<file path="src/logic/pm_pkg.sv">
// constants and types shared by the port 0 pin function multiplexer
package pm_pkg;

    // register byte addresses
    localparam logic [31:0] ADDR_LOW_SEL   = 32'hE002_C000;
    localparam logic [31:0] ADDR_HIGH_SEL  = 32'hE002_C004;
    localparam logic [31:0] ADDR_P1_SEL    = 32'hE002_C014;
    localparam logic [31:0] ADDR_ROUTE_STS = 32'hE002_C01C;

    // reset values: pins 27..30 come up on their analog route
    localparam logic [31:0] RST_LOW_SEL  = 32'h0000_0000;
    localparam logic [31:0] RST_HIGH_SEL = 32'h1540_0000;
    localparam logic [31:0] RST_P1_SEL   = 32'h0000_0000;

    // port 1 select layout; everything else there is reserved and reads zero
    localparam logic [31:0] P1_WRITE_MASK = 32'h0000_000C;
    localparam logic [31:0] ALL_ONES      = 32'hFFFF_FFFF;
    localparam logic [31:0] ZERO_WORD     = 32'h0000_0000;
    localparam int          P1_DEBUG_BIT  = 2;
    localparam int          P1_TRACE_BIT  = 3;

    // field geometry
    localparam int FIELD_W       = 2;
    localparam int PINS_PER_REG  = 16;
    localparam int FIRST_PIN     = 11;
    localparam int LAST_PIN      = 31;
    localparam int LOW_EXT_W     = 22;
    localparam int RSV_PIN_A     = 26;
    localparam int RSV_PIN_B     = 31;
    localparam int BYTE_W        = 8;
    localparam int BYTES_PER_WRD = 4;

    typedef enum logic [1:0]
    {
        PM_SEL_GPIO = 2'h0,
        PM_SEL_ALT1 = 2'h1,
        PM_SEL_ALT2 = 2'h2,
        PM_SEL_ALT3 = 2'h3
    } pm_sel_t;

endpackage

</file>
<file path="src/logic/pm_byte_merge.sv">
// byte-lane write merge with a mask of writable bits
`timescale 1ns/1ps
module pm_byte_merge
(
    input  wire logic [31:0] old_word,
    input  wire logic [31:0] wdata,
    input  wire logic [3:0]  strb,
    input  wire logic [31:0] wmask,
    output logic      [31:0] merged
);
    logic [31:0] lane_wdata;

    for (genvar b = 0; b < pm_pkg::BYTES_PER_WRD; b++)
    begin : g_lane
        assign lane_wdata[b*pm_pkg::BYTE_W +: pm_pkg::BYTE_W] = strb[b]
            ? wdata[b*pm_pkg::BYTE_W +: pm_pkg::BYTE_W]
            : old_word[b*pm_pkg::BYTE_W +: pm_pkg::BYTE_W];
    end

    // masked-off bits stay zero so reserved bits never hold a value
    assign merged = lane_wdata & wmask;
endmodule

</file>
<file path="src/logic/pm_pin_cell.sv">
// one pad: picks gpio or one of three functions and fans the pad back in
`timescale 1ns/1ps
module pm_pin_cell
(
    input  wire logic [1:0] sel,
    input  wire logic       gpio_out,
    input  wire logic       gpio_drive,
    input  wire logic       pad_in,
    input  wire logic [2:0] fn_out,
    input  wire logic [2:0] fn_drive,
    output logic            pad_out,
    output logic            pad_oe_n,
    output logic      [2:0] fn_hit,
    output logic      [2:0] fn_in
);
    logic drive;

    always_comb
    begin
        fn_hit  = 3'h0;
        pad_out = gpio_out;
        drive   = gpio_drive;
        case (sel)
            pm_pkg::PM_SEL_GPIO:
            begin
                pad_out = gpio_out;
                drive   = gpio_drive;
            end
            pm_pkg::PM_SEL_ALT1:
            begin
                fn_hit[0] = 1'b1;
                pad_out   = fn_out[0];
                drive     = fn_drive[0];
            end
            pm_pkg::PM_SEL_ALT2:
            begin
                fn_hit[1] = 1'b1;
                pad_out   = fn_out[1];
                drive     = fn_drive[1];
            end
            pm_pkg::PM_SEL_ALT3:
            begin
                fn_hit[2] = 1'b1;
                pad_out   = fn_out[2];
                drive     = fn_drive[2];
            end
            default:
            begin
                fn_hit  = 3'h0;
                pad_out = gpio_out;
                drive   = gpio_drive;
            end
        endcase
    end

    assign pad_oe_n = ~drive;
    // unselected functions see a quiet zero, not the pad
    assign fn_in    = fn_hit & {3{pad_in}};
endmodule

</file>
<file path="src/logic/pm_pin_mux.sv">
// port 0 pin function multiplexer with apb select registers
//
// Operation
// - each pin routes to one selected function
// - gpio direction only applies under gpio route
// - pins 11, 14, 15 modem, capture, interrupts
// - pin 12 dsr, match 1.0, can4 receive
// - pin 13 dtr, match 1.1, can4 transmit
// - pin 16 interrupt 0, match/capture 0.2
// - pins 17 to 20 spi1 group
// - pin 21 pulse_width_channel_five, can3 receive, capture 1.3
// - pin 22 can3 transmit, capture/match 0.0
// - pin 23 can2 receive only
// - pin 24 can2 transmit only
// - pin 25 can1 receive only
// - pins 27 to 30 analog, reset analog
// - port1 select bit 2 enables debug port
// - port1 select bit 3 enables trace port
`timescale 1ns/1ps
module pm_pin_mux
(
    input  wire logic        pclk,
    input  wire logic        presetn,
    input  wire logic        psel,
    input  wire logic        penable,
    input  wire logic        pwrite,
    input  wire logic [31:0] paddr,
    input  wire logic [31:0] pwdata,
    input  wire logic [3:0]  pstrb,
    output logic      [31:0] prdata,
    output logic             pready,
    output logic             pslverr,
    input  wire logic [31:11] gpio_direction_register,
    input  wire logic [31:11] gpio_output_value,
    output logic      [31:11] gpio_pin_level,
    input  wire logic [31:11] pad_in,
    output logic      [31:11] pad_out,
    output logic      [31:11] pad_oe_n,
    output logic      [21:0] low_pin_select,
    output logic             port1_debug_select,
    output logic             port1_trace_select,
    input  wire logic        uart1_dtr_out,
    input  wire logic [3:0]  timer0_match,
    input  wire logic [3:0]  timer1_match,
    input  wire logic        can2_transmit_output,
    input  wire logic        can3_transmit_output,
    input  wire logic        can4_transmit_output,
    input  wire logic        pulse_width_channel_five,
    input  wire logic        spi1_sck_out,
    input  wire logic        spi1_sck_drive,
    input  wire logic        spi1_miso_out,
    input  wire logic        spi1_miso_drive,
    input  wire logic        spi1_mosi_out,
    input  wire logic        spi1_mosi_drive,
    output logic             uart1_cts_in,
    output logic             uart1_dsr_in,
    output logic             uart1_dcd_in,
    output logic             uart1_ri_in,
    output logic      [3:0]  timer0_capture,
    output logic      [3:0]  timer1_capture,
    output logic             external_interrupt_zero,
    output logic             external_interrupt_one,
    output logic             external_interrupt_two,
    output logic             external_interrupt_three,
    output logic             can1_receive_input,
    output logic             can2_receive_input,
    output logic             can3_receive_input,
    output logic             can4_receive_input,
    output logic             spi1_sck_in,
    output logic             spi1_miso_in,
    output logic             spi1_mosi_in,
    output logic             spi1_ssel_in,
    output logic             analog_input_zero,
    output logic             analog_input_one,
    output logic             analog_input_two,
    output logic             analog_input_three
);

    logic [31:0] low_sel_q;
    logic [31:0] high_sel_q;
    logic [31:0] p1_sel_q;
    logic [31:0] prdata_q;
    logic [31:0] merged;
    logic [31:0] old_word;
    logic [31:0] wmask;
    logic [31:0] route_sts;
    logic [31:11] gpio_level_q;
    logic        setup_ph;
    logic        access_ph;
    logic        hit_low;
    logic        hit_high;
    logic        hit_p1;
    logic        hit_sts;
    logic        mapped;
    logic        wr_low;
    logic        wr_high;
    logic        wr_p1;

    logic [1:0]  pin_sel  [31:11];
    logic [2:0]  fn_out   [31:11];
    logic [2:0]  fn_drive [31:11];
    logic [2:0]  fn_hit   [31:11];
    logic [2:0]  fn_in    [31:11];

    // ---------------- apb slave ----------------

    assign setup_ph  = psel & ~penable;
    assign access_ph = psel & penable;
    assign hit_low   = (paddr == pm_pkg::ADDR_LOW_SEL);
    assign hit_high  = (paddr == pm_pkg::ADDR_HIGH_SEL);
    assign hit_p1    = (paddr == pm_pkg::ADDR_P1_SEL);
    assign hit_sts   = (paddr == pm_pkg::ADDR_ROUTE_STS);
    assign mapped    = hit_low | hit_high | hit_p1 | hit_sts;

    // zero wait states: every access completes in its first access cycle
    assign pready  = 1'b1;
    assign pslverr = access_ph & ~mapped;
    assign prdata  = prdata_q;

    assign wr_low  = access_ph & pwrite & hit_low;
    assign wr_high = access_ph & pwrite & hit_high;
    assign wr_p1   = access_ph & pwrite & hit_p1;

    always_comb
    begin
        old_word = low_sel_q;
        wmask    = pm_pkg::ALL_ONES;
        if (hit_high)
        begin
            old_word = high_sel_q;
        end
        else if (hit_p1)
        begin
            old_word = p1_sel_q;
            wmask    = pm_pkg::P1_WRITE_MASK;
        end
    end

    pm_byte_merge u_merge
    (
        .old_word (old_word),
        .wdata    (pwdata),
        .strb     (pstrb),
        .wmask    (wmask),
        .merged   (merged)
    );

    // all-reserved fields of pins 26 and 31 are stored like any other
    always_ff @(posedge pclk or negedge presetn)
    begin
        if (!presetn)
        begin
            low_sel_q <= pm_pkg::RST_LOW_SEL;
        end
        else if (wr_low)
        begin
            low_sel_q <= merged;
        end
    end

    always_ff @(posedge pclk or negedge presetn)
    begin
        if (!presetn)
        begin
            high_sel_q <= pm_pkg::RST_HIGH_SEL;
        end
        else if (wr_high)
        begin
            high_sel_q <= merged;
        end
    end

    always_ff @(posedge pclk or negedge presetn)
    begin
        if (!presetn)
        begin
            p1_sel_q <= pm_pkg::RST_P1_SEL;
        end
        else if (wr_p1)
        begin
            p1_sel_q <= merged;
        end
    end

    // read data sampled in the setup cycle so prdata comes from a flop
    always_ff @(posedge pclk or negedge presetn)
    begin
        if (!presetn)
        begin
            prdata_q <= pm_pkg::ZERO_WORD;
        end
        else if (setup_ph)
        begin
            if (hit_low)
            begin
                prdata_q <= low_sel_q;
            end
            else if (hit_high)
            begin
                prdata_q <= high_sel_q;
            end
            else if (hit_p1)
            begin
                prdata_q <= p1_sel_q;
            end
            else if (hit_sts)
            begin
                prdata_q <= route_sts;
            end
            else
            begin
                prdata_q <= pm_pkg::ZERO_WORD;
            end
        end
    end

    always_ff @(posedge pclk or negedge presetn)
    begin
        if (!presetn)
        begin
            gpio_level_q <= '0;
        end
        else
        begin
            gpio_level_q <= pad_in;
        end
    end

    assign gpio_pin_level     = gpio_level_q;
    assign low_pin_select     = low_sel_q[pm_pkg::LOW_EXT_W-1:0];
    assign port1_debug_select = p1_sel_q[pm_pkg::P1_DEBUG_BIT];
    assign port1_trace_select = p1_sel_q[pm_pkg::P1_TRACE_BIT];

    // ---------------- function table ----------------
    // index 0/1/2 of each entry is setting 01/10/11; inputs leave drive low

    always_comb
    begin
        for (int p = pm_pkg::FIRST_PIN; p <= pm_pkg::LAST_PIN; p++)
        begin
            fn_out[p]   = 3'h0;
            fn_drive[p] = 3'h0;
        end
        fn_out[12]   = {1'b0, timer1_match[0], 1'b0};
        fn_drive[12] = 3'h2;
        fn_out[13]   = {can4_transmit_output, timer1_match[1], uart1_dtr_out};
        fn_drive[13] = 3'h7;
        fn_out[16]   = {1'b0, timer0_match[2], 1'b0};
        fn_drive[16] = 3'h2;
        fn_out[17]   = {timer1_match[2], spi1_sck_out, 1'b0};
        fn_drive[17] = {1'b1, spi1_sck_drive, 1'b0};
        fn_out[18]   = {timer1_match[3], spi1_miso_out, 1'b0};
        fn_drive[18] = {1'b1, spi1_miso_drive, 1'b0};
        fn_out[19]   = {1'b0, spi1_mosi_out, timer1_match[2]};
        fn_drive[19] = {1'b0, spi1_mosi_drive, 1'b1};
        fn_out[20]   = {2'h0, timer1_match[3]};
        fn_drive[20] = 3'h1;
        fn_out[21]   = {2'h0, pulse_width_channel_five};
        fn_drive[21] = 3'h1;
        fn_out[22]   = {timer0_match[0], 1'b0, can3_transmit_output};
        fn_drive[22] = 3'h5;
        fn_out[24]   = {2'h0, can2_transmit_output};
        fn_drive[24] = 3'h1;
        fn_out[27]   = {timer0_match[1], 2'h0};
        fn_drive[27] = 3'h4;
        fn_out[28]   = {timer0_match[2], 2'h0};
        fn_drive[28] = 3'h4;
        fn_out[29]   = {timer0_match[3], 2'h0};
        fn_drive[29] = 3'h4;
    end

    // ---------------- per-pin cells ----------------
    // each cell reads only its own field, so rewriting a register
    // with unchanged fields leaves those pads untouched

    for (genvar i = pm_pkg::FIRST_PIN; i <= pm_pkg::LAST_PIN; i++)
    begin : g_pin
        if (i == pm_pkg::RSV_PIN_A || i == pm_pkg::RSV_PIN_B)
        begin : g_rsv
            assign pin_sel[i] = pm_pkg::PM_SEL_GPIO;
        end
        else if (i < pm_pkg::PINS_PER_REG)
        begin : g_low
            assign pin_sel[i] = low_sel_q[pm_pkg::FIELD_W*i +: pm_pkg::FIELD_W];
        end
        else
        begin : g_high
            assign pin_sel[i] =
                high_sel_q[pm_pkg::FIELD_W*(i-pm_pkg::PINS_PER_REG) +: pm_pkg::FIELD_W];
        end

        pm_pin_cell u_cell
        (
            .sel        (pin_sel[i]),
            .gpio_out   (gpio_output_value[i]),
            .gpio_drive (gpio_direction_register[i]),
            .pad_in     (pad_in[i]),
            .fn_out     (fn_out[i]),
            .fn_drive   (fn_drive[i]),
            .pad_out    (pad_out[i]),
            .pad_oe_n   (pad_oe_n[i]),
            .fn_hit     (fn_hit[i]),
            .fn_in      (fn_in[i])
        );

        assign route_sts[i] = |fn_hit[i];
    end

    // bit n set when port 0 pin n, 11 to 31, is on a peripheral route; bits 0 to 10 read zero
    assign route_sts[pm_pkg::FIRST_PIN-1:0] = '0;

    // ---------------- inputs back to peripherals ----------------
    // where two pins serve one input they are or-ed, so either may be used

    assign uart1_cts_in = fn_in[11][0];
    assign uart1_dsr_in = fn_in[12][0];
    assign uart1_dcd_in = fn_in[14][0];
    assign uart1_ri_in  = fn_in[15][0];

    assign timer0_capture[0] = fn_in[22][1] | fn_in[30][2];
    assign timer0_capture[1] = fn_in[27][1];
    assign timer0_capture[2] = fn_in[16][2] | fn_in[28][1];
    assign timer0_capture[3] = fn_in[29][1];

    // capture 1.0 lives on pin 10, routed outside this block
    assign timer1_capture[0] = 1'b0;
    assign timer1_capture[1] = fn_in[11][1];
    assign timer1_capture[2] = fn_in[17][0] | fn_in[19][2];
    assign timer1_capture[3] = fn_in[18][0] | fn_in[21][2];

    assign external_interrupt_zero  = fn_in[16][0];
    assign external_interrupt_one   = fn_in[14][1];
    assign external_interrupt_two   = fn_in[15][1];
    assign external_interrupt_three = fn_in[20][2] | fn_in[30][1];

    assign can1_receive_input = fn_in[25][0];
    assign can2_receive_input = fn_in[23][0];
    assign can3_receive_input = fn_in[21][1];
    assign can4_receive_input = fn_in[12][2];

    assign spi1_sck_in  = fn_in[17][1];
    assign spi1_miso_in = fn_in[18][1];
    assign spi1_mosi_in = fn_in[19][1];
    assign spi1_ssel_in = fn_in[20][1];

    // analog routes are levels telling the converter its pad is connected
    assign analog_input_zero  = fn_hit[27][0];
    assign analog_input_one   = fn_hit[28][0];
    assign analog_input_two   = fn_hit[29][0];
    assign analog_input_three = fn_hit[30][0];

endmodule

</file>
<file path="config.mk">
export PLATFORM = sky130hd
export DESIGN_NAME = pm_pin_mux
export DESIGN_NICKNAME = d
export VERILOG_FILES = /design/src/logic/pm_pkg.sv /design/src/logic/pm_byte_merge.sv /design/src/logic/pm_pin_cell.sv /design/src/logic/pm_pin_mux.sv
export SDC_FILE = /design/constraint.sdc
export NUM_CORES = 1
export LEC_CHECK = 0
export BUFFER_PORTS_ARGS = -buffer_cell sky130_fd_sc_hd__buf_4
export CAP_MARGIN = 20
export CORE_ASPECT_RATIO = 0.5
export CORE_MARGIN = 2
export CORE_UTILIZATION = 46
export DETAILED_ROUTE_END_ITERATION = 7
export GPL_TIMING_DRIVEN = 0
export PLACE_DENSITY = 0.78
export SLEW_MARGIN = 0
export SYNTH_ARGS = -nofsm -noshare
export SYNTH_HDL_FRONTEND = slang
export SYNTH_SLANG_ARGS = --single-unit
</file>
<file path="constraint.sdc">
create_clock -name pclk -period 2.3 [get_ports pclk]
set_input_delay 0.46 -clock pclk [delete_from_list [all_inputs] [get_ports pclk]]
set_output_delay 0.46 -clock pclk [all_outputs]
set_load 0.02 [all_outputs]
</file>
Word-level counts from Yosys, hierarchy flattened
Index checks and enable logic that the tools add are counted.

Register bits after elaboration: 149. Bits in latches: 0. Memory bits (writable): 0. Memory bits (read-only): 0. Output and inout port bits: 149. Word-level logic and storage cells: 283. Memories: 0.

Add/subtract/negate cells: 0. Multipliers: 0. Divide/modulo/power cells: 0. Order comparisons: 0. Eq/ne operators: 61. Shift-type cells: 0. Muxes and demuxes: 107. Bitwise gates (word level): 56. Reduce and logical (&&, ||, !) cells: 54.

Operators with widths (count): $mux 32 (7); $eq 32x32->1 const B (4); $reduce_or 3->1 (26); $eq 2x2->1 const B (38); $mux 1 (57); $pmux 1 s3 (17); $eq 2x1->1 const B (19); $logic_not 2->1 (19); $and 32x32->32 (1); $mux 8 (4); $pmux 1 s4 (8); $mux 31 (1); $pmux 1 s2 (13); $not 1->1 (23); $and 2x2->2 (9); $and 3x3->3 (6); $reduce_or 2->1 (9); $and 1x1->1 (9); $or 1x1->1 (8).

Depth between registers and ports, before layout
Gate-level depths: netlist of the first run.

Depth after elaboration: 7. Mapped depth: 8.

Modules after synthesis
From an unflattened synthesis of the first run, not the netlist that was laid out.

Cell total of the unflattened synthesis: 857. Area total of the unflattened synthesis: 9806.9 sq um.

Modules (own cells, without submodules): pm_pin_mux (instances 1, cells an instance 579, area each 7165.6 sq um); pm_pin_cell (instances 21, cells an instance 10, area each 98.8 sq um); pm_byte_merge (instances 1, cells an instance 68, area each 565.5 sq um).

Worst setup path after synthesis of the first run
No wires, ideal clock.

Path kind: in2out. Start: in paddr[9]. End: out pslverr. Arrival: 2.050 ns. Required time: 1.840 ns. Setup slack: -0.210 ns. Stages on the path: 7. Buffers on the path: 1. Cell sequence: nor4_1 or2b_1 nor4_1 clkbuf_1 a21oi_1 o211ai_1 nor2_1.

Word-level cells in the longest chain between the ends: 6.

RTL lines: start, declared (RTL line pm_pin_mux.sv:27) `input wire logic [31:0] paddr,`; $eq 32x32->1 (on tied branches) (RTL line pm_pin_mux.sv:109, pm_pin_mux.sv:110); $or 1x1->1 (2 in a row) (RTL line pm_pin_mux.sv:113) `assign mapped = hit_low | hit_high | hit_p1 | hit_sts;`; $or 1x1->1 * (RTL line pm_pin_mux.sv:113); $not 1->1 * (RTL line pm_pin_mux.sv:117) `assign pslverr = access_ph & ~mapped;`; $and 1x1->1 * (RTL line pm_pin_mux.sv:117); end, declared (RTL line pm_pin_mux.sv:32) `output logic pslverr,`.

Every way passes the cells marked *; elsewhere a longest branch is shown, timed or not.

Final worst setup path of the first run
Start: in paddr[6]. End: out pslverr.

The elaborated chain is that of the path after synthesis.

==> results.ini, run 1 <==
[worst_setup_path]
crit_type=input port to output port
worst_ep_required_time_ns=1.84
reg2reg_to=low_sel_q[9]
timing.rr.start=high_sel_q[10]
critPathCapture=pslverr
cp_data_arrival_time_ns=2.05
crit_path_start_kind=input port
path_max_fanout=5
crit_start=paddr[6]
cp-end-kind=output port
reg2reg_depth=5
r2r_slack_ns=0.53

[power]
ir_drop_v=0.000568
p_leak_nw=5.75
power_mw=6.66
power_density_mw_per_mm2=562

[route]
drc=0
wire_per_inst_um=21.3
vias=8853
ant_nets=0
drt_iter0_drc=941
dr.pass1.iters=5
via_per_inst=5.96
totalWireLength_um=31600

[clocking]
clock-sinks=149
clk_path_buf_depth=2
htree_num_levels=4
clkTransAtPathRegs_ns=0.07
cts_root_buffer=clkbuf_16
cts_tree=built
postCtsHoldBufs=0
cts_buffers=17
clock_latency_ns=0.43

[floorplanning]
core_mm2=0.0176
die_h_um=99.2
io_pins=304
initial_utilization=0.475
die_width_um=194
rows=34
die-area_mm2=0.0193

[outcome]
violations=negative hold slack, negative setup slack
status=finished, violations left

[sta]
hold-worst-slack_ns=-0.0111
worst_slack_ns=-0.215
skew_ns=0.0118
max_freq_mhz=398
fin_crit_ns=2.51
rsz0062_at_grt=yes
setup_tns_ns=-0.755
final-setup-viol-count=9
slew_violations=0
hold_viol=6
worst_pin_slew_ns=0.956
min_period_over_period=1.09
timing.slew.headroom=0.357

[finish]
n_antenna_cell=0
nets=1394
fill_cells=1417
synthToLayoutAreaGrowth_pct=42.1
fin_area_mm2=0.0119
drive_gt1_frac=0.369

[yosys]
yosysTopAreaCell=dfrtp_1
synth_warnings=0
ys_ff_latch=149
synth_top_area_frac=0.435
ys_types=53
ys.flop_type=dfrtp_1
synth_edf_count=0
synth_async_sr_flop_share=1.00
synth_area_leaders=dfrtp_1 43%, nand2_1 4.1%, o21ai_0 4.1%
synth_common_cells=145 x dfrtp_1, 92 x nand2_1, 69 x o21ai_0
synth_area_per_cell_um2=9.16
yosysSeqAreaShare=0.447
syn_area_mm2=0.00835
syn_inst=911
synth_nets=1066
yosysMostFrequentCell=dfrtp_1

[grt]
groute.usage.overall=0.325
grt_pass1_vias=8732
grt_max_degree=94
overflow=0
antenna_found_initial=0
grt_pass1_wl_um=48600

[placement]
placed_area_mm2=0.0109
dp_hpwl_um=23100
io_buffers=297
place_ws_ns=-0.922
gp_congestion=0.975

[min_path]
min_path_type=input port to asynchronous set/reset pin

[flow_run]
maxCapViolCount=0

==> stage by stage <==
stage | instances | hold slack, ns | utilization
after floorplan | 911 | 0.164 | -
after global placement | 1442 | 0.471 | 0.621
after detailed placement | 1443 | 0.467 | 0.623
after CTS | 1485 | 0.0172 | 0.670
after global routing | 1485 | 0.0342 | 0.675
final | 1485 | -0.0111 | 0.675
==> layout make-up <==
class	count	area, um2	share of cell area
Buffer	105	639	0.0539
Multi-Input combinational cell	642	4130	0.348
Sequential cell	149	3730	0.315
Clock buffer	17	425	0.0359
Inverter	8	30.0	0.00253
Tap cell	234	293	0.0247
Clock inverter	14	189	0.0159
Timing Repair Buffer	316	2410	0.204
==> power by group <==
part / internal [mW] / switching [mW] / leakage (nW)
Clock: 1.74 / 1.27 / 0.296
Combinational: 0.454 / 0.483 / 3.48
Sequential: 2.68 / 0.0306 / 1.98
Total: 4.88 / 1.78 / 5.75
==> placed cells by master (no fill, tap or decap), types with 4 or more instances in the layout <==
master / instances
buf_4: 356
dfrtp_1: 145
nand2_1: 91
o21ai_0: 69
nor2_1: 66
a21oi_1: 45
o31ai_1: 40
nor2b_1: 37
nand3_1: 31
clkbuf_1: 30
mux2i_1: 28
o21a_1: 20
a2bb2oi_1: 20
a21o_1: 19
and3_1: 17
o221ai_1: 17
clkbuf_16: 17
and2_1: 16
a22o_1: 14
clkbuf_2: 14
a211oi_1: 12
nor3_1: 9
clkbuf_4: 8
nor4_1: 8
inv_1: 7
mux2_2: 6
and3b_1: 6
a22oi_1: 6
inv_6: 6
o21bai_1: 5
nor4_4: 5
a31oi_1: 5
or3_1: 4
nor4b_4: 4
buf_2: 4
dfstp_2: 4
buf_6: 4
==> sequential cells by signal, indices dropped and copies added (netlist names) <==
| name | count |
|---|---|
| high_sel_q | 32 |
| low_sel_q | 32 |
| p1_sel_q | 32 |
| prdata | 32 |
| gpio_pin_level | 21 |
==> what timing repair did <==
| action | CTS | global route |
|---|---|---|
| setup buffers | 14 | 4 |
| resized for setup | 34 | 40 |
| setup endpoints to repair | 122 | 110 |
| pin swaps | 8 | 3 |
==> metal layers <==
layer / part of all wire / global-route usage / routed length [um] / up-vias
li1: - / - / - / 3917
met1: 0.41 / 0.443 / 12800 / 4302
met2: 0.46 / 0.518 / 14600 / 553
met3: 0.11 / 0.0763 / 3340 / 81
met4: 0.025 / 0.106 / 796 / 0
met5: 0 / 0 / 0 / -
==> worst max-delay path: stages <==
cell and delay, ns:
buf_8 0.11, or4_4 0.59, nor4_4 0.26, clkbuf_8 0.18, a21oi_2 0.04, o211ai_1 0.23, nor2_2 0.06, buf_6 0.13
==> cell families (layout without fill, tap and decap cells) <==
| kind of cell | count (synthesis) | after routing | share of synthesized area |
|---|---|---|---|
| AND/OR/NAND/NOR | 319 | 319 | 0.203 |
| AO/OA/AOI/OAI | 286 | 286 | 0.230 |
| multiplexers | 35 | 35 | 0.0444 |
| buffers and inverters | 120 | 460 | 0.0747 |
| flip-flops | 149 | 149 | 0.447 |
| other | 2 | 2 | 0.000900 |
==> how the worst min path moves through the flow <==
stage | startpoint | to | slack, ns | cells past startpoint
6_report | presetn | gpio_pin_level[21] | -0.01 | 1
4_1_cts | presetn | low_sel_q[9] | 0.02 | 1
3_5_place_dp | presetn | gpio_pin_level[21] | 0.47 | 1
3_3_place_gp | prdata[0] | prdata[0] | 0.47 | 2
5_1_grt | presetn | gpio_pin_level[21] | 0.03 | 1
2_1_floorplan | presetn | gpio_pin_level[11] | 0.16 | 0
No activity file was read; power rests on OpenSTA's default activity.
==> inputs of run 2 (changes only) <==
--- a/config.mk
+++ b/config.mk
@@ -5,6 +5,7 @@
 export SDC_FILE = /design/constraint.sdc
 export NUM_CORES = 1
 export LEC_CHECK = 0
+export ABC_AREA = 1
 export BUFFER_PORTS_ARGS = -buffer_cell sky130_fd_sc_hd__buf_4
 export CAP_MARGIN = 20
 export CORE_ASPECT_RATIO = 0.5
@@ -12,7 +13,7 @@
 export CORE_UTILIZATION = 46
 export DETAILED_ROUTE_END_ITERATION = 7
 export GPL_TIMING_DRIVEN = 0
-export PLACE_DENSITY = 0.78
+export PLACE_DENSITY = 0.77
 export SLEW_MARGIN = 0
 export SYNTH_ARGS = -nofsm -noshare
 export SYNTH_HDL_FRONTEND = slang
==> results.ini, run 2 <==
[outcome]
status=finished, violations left
violations=negative hold slack

[worst_setup_path]
cp-end-kind=output port
r2r_slack_ns=0.88  ; +0.35 ns
path_max_fanout=10  ; +5
crit_slowest_cell=nor3b_4
crit_chain=buf_4 -> nor2_1 -> nand2_1 -> nor2_2 -> nand2_4 -> nor3b_4 -> buf_6 -> nor3_1 -> buf_4
reg2reg_to=prdata[21]
crit_path_start_kind=input port
reg2reg_depth=4  ; -1
cpPeakStageDelay_ns=0.30  ; -0.29 ns
crit_type=input port to output port
timing.rr.start=high_sel_q[10]
worst_ep_required_time_ns=1.84  ; about the same
cp_common_cell=buf_4
cp_data_arrival_time_ns=1.84  ; -0.21 ns

[yosys]
synth_async_sr_flop_share=1.00  ; unchanged
ys_ff_latch=149  ; unchanged
synth_top_area_frac=0.413  ; -0.0214
synth_edf_count=0  ; unchanged
yosysSeqAreaShare=0.425  ; -0.0221
syn_area_mm2=0.00878  ; +5.2%
yosysTopAreaCell=dfrtp_1
synth_warnings=0  ; unchanged
synth_nets=1436  ; +35%
syn_inst=1281  ; +41%
ys.flop_type=dfrtp_1
synth_common_cells=377 x nand2_1, 219 x nor2_1, 157 x nand3_1
synth_area_per_cell_um2=6.85  ; -25%
yosysMostFrequentCell=nand2_1
ys_types=30  ; -43%
synth_area_leaders=dfrtp_1 41%, nand2_1 16%, nor2_1 9.4%

[finish]
fill_cells=1662  ; +17%
synthToLayoutAreaGrowth_pct=37.6
drive_gt1_frac=0.275  ; -0.0947
nets=1755  ; +26%
finalNonFillerCells=1873  ; +26%
layout_common_cells=375 x nand2_1, 353 x buf_4, 216 x nor2_1
layout_commonest_cell=nand2_1

[route]
drt_iter0_drc=816  ; -13%
dr.pass1.iters=6  ; +1
via_per_inst=5.16  ; -13%
drc=0  ; unchanged
totalWireLength_um=31300  ; -0.90%
vias=9666  ; +9.2%
ant_nets=0  ; unchanged
wire_per_inst_um=16.7  ; -21%

[grt]
grt_pass1_vias=9099  ; +4.2%
grt_use_met1=0.414  ; -0.0285
overflow=0  ; unchanged
grt_max_degree=97  ; +3.2%
busiest_layer=met2
grt_pass1_wl_um=47600  ; -2.0%
groute.usage.overall=0.311  ; -0.0144
globalRouteMet2Util=0.496  ; -0.0219
met3_usage=0.0819  ; +0.00562
antenna_found_initial=3  ; +3

[placement]
dp_cells=1839  ; +27%
dp_hpwl_um=23500  ; +1.9%
io_buffers=298  ; +0.34%
gp_congestion=0.909  ; -6.7%

[floorplanning]
rows=35  ; +2.9%
die-area_mm2=0.0203  ; +5.0%
io_pins=304  ; unchanged
core_mm2=0.0186  ; +5.7%
die_width_um=199  ; +2.5%
initial_utilization=0.473  ; -0.00223
die_h_um=102  ; +2.5%

[sta]
min_period_over_period=0.999  ; -0.0941
hold-worst-slack_ns=-0.0265  ; -0.0154 ns
timing.slew.headroom=0.556  ; +0.199
fin_crit_ns=2.30  ; -0.216 ns
worst_pin_slew_ns=0.666  ; -0.291 ns
slew_violations=0  ; unchanged
rsz0062_at_grt=yes
max_freq_mhz=435  ; +9.4%
hold_viol=15  ; +9
final-setup-viol-count=0  ; -9
skew_ns=0.00962  ; -0.00219 ns

[clocking]
clock-sinks=149  ; unchanged
clk_path_buf_depth=2  ; unchanged
cts_tree=built
htree_num_levels=4  ; unchanged
clock_latency_ns=0.44  ; about the same
cts_root_buffer=clkbuf_16
cts_buffers=17  ; unchanged
clkTransAtPathRegs_ns=0.06  ; about the same
postCtsHoldBufs=0  ; unchanged

[power]
power_mw=6.61  ; -0.71%
ir_drop_v=0.000613  ; +8.0%
p_leak_nw=6.59  ; +15%
power_density_mw_per_mm2=547  ; -2.5%

[flow_run]
maxCapViolCount=0  ; unchanged

[min_path]
min_path_type=input port to asynchronous set/reset pin

-- run 2: area by class of cell --
class / instances / area [um2] / area share
clock buffer: 26 / 509 / 0.0422
timing repair buffer: 300 / 2280 / 0.188
sequential: 149 / 3730 / 0.309
buffer: 102 / 656 / 0.0543
tap: 259 / 324 / 0.0268
clock inverter: 6 / 114 / 0.00943
antenna: 1 / 2.50 / 0.000207
multi-input combinational: 901 / 3980 / 0.329
inverter: 129 / 487 / 0.0403
-- run 2: how the worst max path moves through the flow --
stage          slack, ns      start  cells after the start       to
6_report           0.002  paddr[25]                      9  pslverr
5_1_grt            -0.09  paddr[21]                      9  pslverr
4_1_cts            0.008  paddr[23]                     11  pslverr
3_5_place_dp       -0.24   paddr[6]                     11  pslverr
3_3_place_gp       -0.26   paddr[6]                     11  pslverr
2_1_floorplan       0.13   paddr[6]                      9  pslverr
-- run 2: per-layer routing --
layer	part of all wire	vias up	wire length, um
li1	-	4618	-
met1	0.42	4549	13000
met2	0.46	439	14300
met3	0.10	58	3270
met4	0.023	2	720
met5	0.00041	-	13
-- run 2: per-stage QoR --
| step | setup WS (ns) | cell area (um2) | utilization | setup TNS (ns) |
|---|---|---|---|---|
| after floorplan | 0.131 | 8780 | - | 0 |
| after global placement | -0.256 | 11300 | 0.611 | -1.07 |
| after detailed placement | -0.243 | 11400 | 0.612 | -0.254 |
| after CTS | 0.00773 | 12100 | 0.649 | 0 |
| after global routing | -0.0925 | 12100 | 0.650 | -0.0925 |
| final | 0.00165 | 12100 | 0.650 | 0 |
-- run 2: cell families after synthesis --
kind of cell	after synthesis	synth area share
AO/OA/AOI/OAI	105	0.0657
buffers and inverters	231	0.128
flip-flops	149	0.425
other	2	0.000856
AND/OR/NAND/NOR	794	0.381
-- run 2: power breakdown --
| group | leakage, nW | internal [mW] | switching, mW |
|---|---|---|---|
| logic | 4.47 | 0.423 | 0.463 |
| clock network | 0.297 | 1.86 | 1.16 |
| registers | 1.83 | 2.68 | 0.0273 |
-- run 2: worst max-delay path, delay by kind of cell --
kind | cells | cell delay, ns
simple gates | 6 | 0.87
buf+inv | 3 | 0.51
-- run 2: timing repair --
action	4_1_cts	5_1_grt
pin swaps	1	0
endpoints found under the setup margin	1	3
setup buffers	1	0
endpoints found under the hold margin	0	0
resized for setup	16	7
==> inputs of run 3 (changes only) <==
--- a/config.mk
+++ b/config.mk
@@ -14,7 +14,8 @@
 export DETAILED_ROUTE_END_ITERATION = 7
 export GPL_TIMING_DRIVEN = 0
 export PLACE_DENSITY = 0.77
-export SLEW_MARGIN = 0
+export REMOVE_ABC_BUFFERS = 1
+export SLEW_MARGIN = 20
 export SYNTH_ARGS = -nofsm -noshare
 export SYNTH_HDL_FRONTEND = slang
 export SYNTH_SLANG_ARGS = --single-unit
==> results.ini, run 3 (same netlist as run 2, synthesis figures left out) <==
[sta]
hold-worst-slack_ns=-0.00930  ; +0.0172 ns
max_freq_mhz=435  ; about the same
worst_slack_ns=0.000739  ; -0.000912 ns
timing.slew.headroom=0.433  ; -0.123
final-setup-viol-count=0  ; unchanged
worst_pin_slew_ns=0.850  ; +0.184 ns
setup_tns_ns=0  ; unchanged
min_period_over_period=1.00  ; about the same
fin_crit_ns=2.30  ; +0.000912 ns
slew_violations=0  ; unchanged
hold_viol=6  ; -9
skew_ns=0.00869  ; -0.000930 ns

[power]
p_leak_nw=6.39  ; -3.2%
power_density_mw_per_mm2=541  ; -1.2%
p_sw_frac=0.259  ; +0.00942
ir_drop_v=0.000547  ; -11%
clock_power_share=0.447  ; -0.010
power_frac_seq=0.422  ; +0.013
switching_power_mw=1.66  ; +0.61%
combPwrFrac=0.131  ; -0.003
internal_power_mw=4.75  ; -4.3%

[floorplanning]
initial_utilization=0.473  ; unchanged
die-area_mm2=0.0203  ; unchanged
die_width_um=199  ; unchanged
io_pins=304  ; unchanged
core_mm2=0.0186  ; unchanged
rows=35  ; unchanged
die_h_um=102  ; unchanged

[grt]
antenna_found_initial=0  ; -3
grt_max_degree=77  ; -21%
overflow=0  ; unchanged
groute.usage.overall=0.321  ; +0.0107
grt_pass1_wl_um=49700  ; +4.4%
grt_pass1_vias=9483  ; +4.2%

[route]
dr.pass1.iters=5  ; -1
via_per_inst=5.42  ; +5.0%
drc=0  ; unchanged
totalWireLength_um=32900  ; +5.0%
vias=9763  ; +1.0%
ant_nets=0  ; unchanged
drt_iter0_drc=765  ; -6.3%
wire_per_inst_um=18.3  ; +9.1%

[clocking]
clk_path_buf_depth=2  ; unchanged
clkTransAtPathRegs_ns=0.06  ; about the same
clock_latency_ns=0.42  ; -0.02 ns
cts_root_buffer=clkbuf_16
postCtsHoldBufs=0  ; unchanged
cts_tree=built
cts_buffers=17  ; unchanged
htree_num_levels=4  ; unchanged
clock-sinks=149  ; unchanged

[worst_setup_path]
worst_ep_required_time_ns=1.84  ; about the same
cp-end-kind=output port
path_max_fanout=13  ; +3
crit_type=input port to output port
cp_data_arrival_time_ns=1.84  ; about the same
crit_path_start_kind=input port

[outcome]
status=finished, violations left
violations=negative hold slack

[finish]
n_antenna_cell=0  ; -1
fill_cells=1667  ; +0.30%
nets=1685  ; -4.0%
layout_common_cells=373 x nand2_1, 314 x buf_4, 213 x nor2_1
final_util=0.638  ; -0.0123
drive_gt1_frac=0.265  ; -0.00958
synthToLayoutAreaGrowth_pct=35.0
layout_commonest_cell=nand2_1

[placement]
gp_congestion=0.887  ; -2.5%
io_buffers=297  ; -0.34%
dp_hpwl_um=20400  ; -13%
place_ws_ns=-1.71  ; -1.46 ns

[flow_run]
maxCapViolCount=0  ; unchanged

[min_path]
min_path_type=input port to asynchronous set/reset pin

run 3: cell types whose count changed in the layout (fill, tap and decap cells not counted), moves of 3 or more:
cell | before | now
buf_2 | 18 | 1
clkbuf_1 | 27 | 0
nor2_1 | 216 | 213
clkinv_2 | 0 | 7
nand2_4 | 2 | 6
clkbuf_8 | 5 | 0
nor2_4 | 5 | 12
buf_4 | 353 | 314
run 3: through the flow:
stage | area [um2] | std cells | total power [mW]
3_5_place_dp | 10900 | 1746 | 3.57
2_1_floorplan | 8140 | 1179 | 3.08
3_3_place_gp | 10700 | 1735 | 3.55
6_report | 11800 | 1802 | 6.41
5_1_grt | 11800 | 1802 | 6.61
4_1_cts | 11700 | 1790 | 6.41
run 3: routing by layer:
metal,wire [um],GRT usage
met1,12900,0.405
met2,15100,0.530
met3,3690,0.0756
met4,1260,0.153
met5,0,0
run 3: layout make-up:
cell class              count  area [um2]  share of cell area
clock inverters            15         164              0.0138
inverters                 129         504              0.0426
multi-input cells         906        4130               0.348
clock buffers              17         425              0.0359
repair inverters            1        8.76            0.000739
repair buffers            326        2560               0.216
well taps                 259         324              0.0273
flip-flops and latches    149        3730               0.315
run 3: repair_timing:
| item | in CTS | in global routing |
|---|---|---|
| resized for setup | 19 | 12 |
| gates cloned | 4 | 2 |
| setup buffers | 8 | 10 |
| endpoints found under the setup margin | 118 | 69 |
| pin swaps | 9 | 6 |
| hold endpoints to repair | 0 | 0 |
run 3: worst max-delay path, cell delays in order:
cell	delay [ns]
buf_4	0.11
inv_1	0.04
nand2_1	0.11
nor2_4	0.21
nand2_4	0.15
nor2_2	0.16
nand2_4	0.16
o21ai_1	0.19
nor3_1	0.07
buf_4	0.17
run 3: worst paths after layout:
check                          startpoint  cells past startpoint  slack (ns)            endpoint
max                              paddr[8]                     10      0.0007             pslverr
min reg2reg                high_sel_q[30]                      2        0.49      high_sel_q[30]
max reg2reg                 low_sel_q[26]                      4        1.09          prdata[13]
min                               presetn                      1      -0.009       high_sel_q[4]
max in group asynchronous         presetn                      2        1.48      high_sel_q[22]
min in group pclk              pad_in[24]                      1        0.15  gpio_pin_level[24]
run 3: power groups by stage:
stage | Sequential [mW] | Clock [mW] | Combinational, mW
global placement | 2.75 | 0 | 0.796
detailed placement | 2.75 | 0 | 0.821
CTS | 2.71 | 2.87 | 0.831
global route | 2.71 | 2.99 | 0.908
finish | 2.70 | 2.87 | 0.839
floorplan | 2.82 | 0 | 0.255
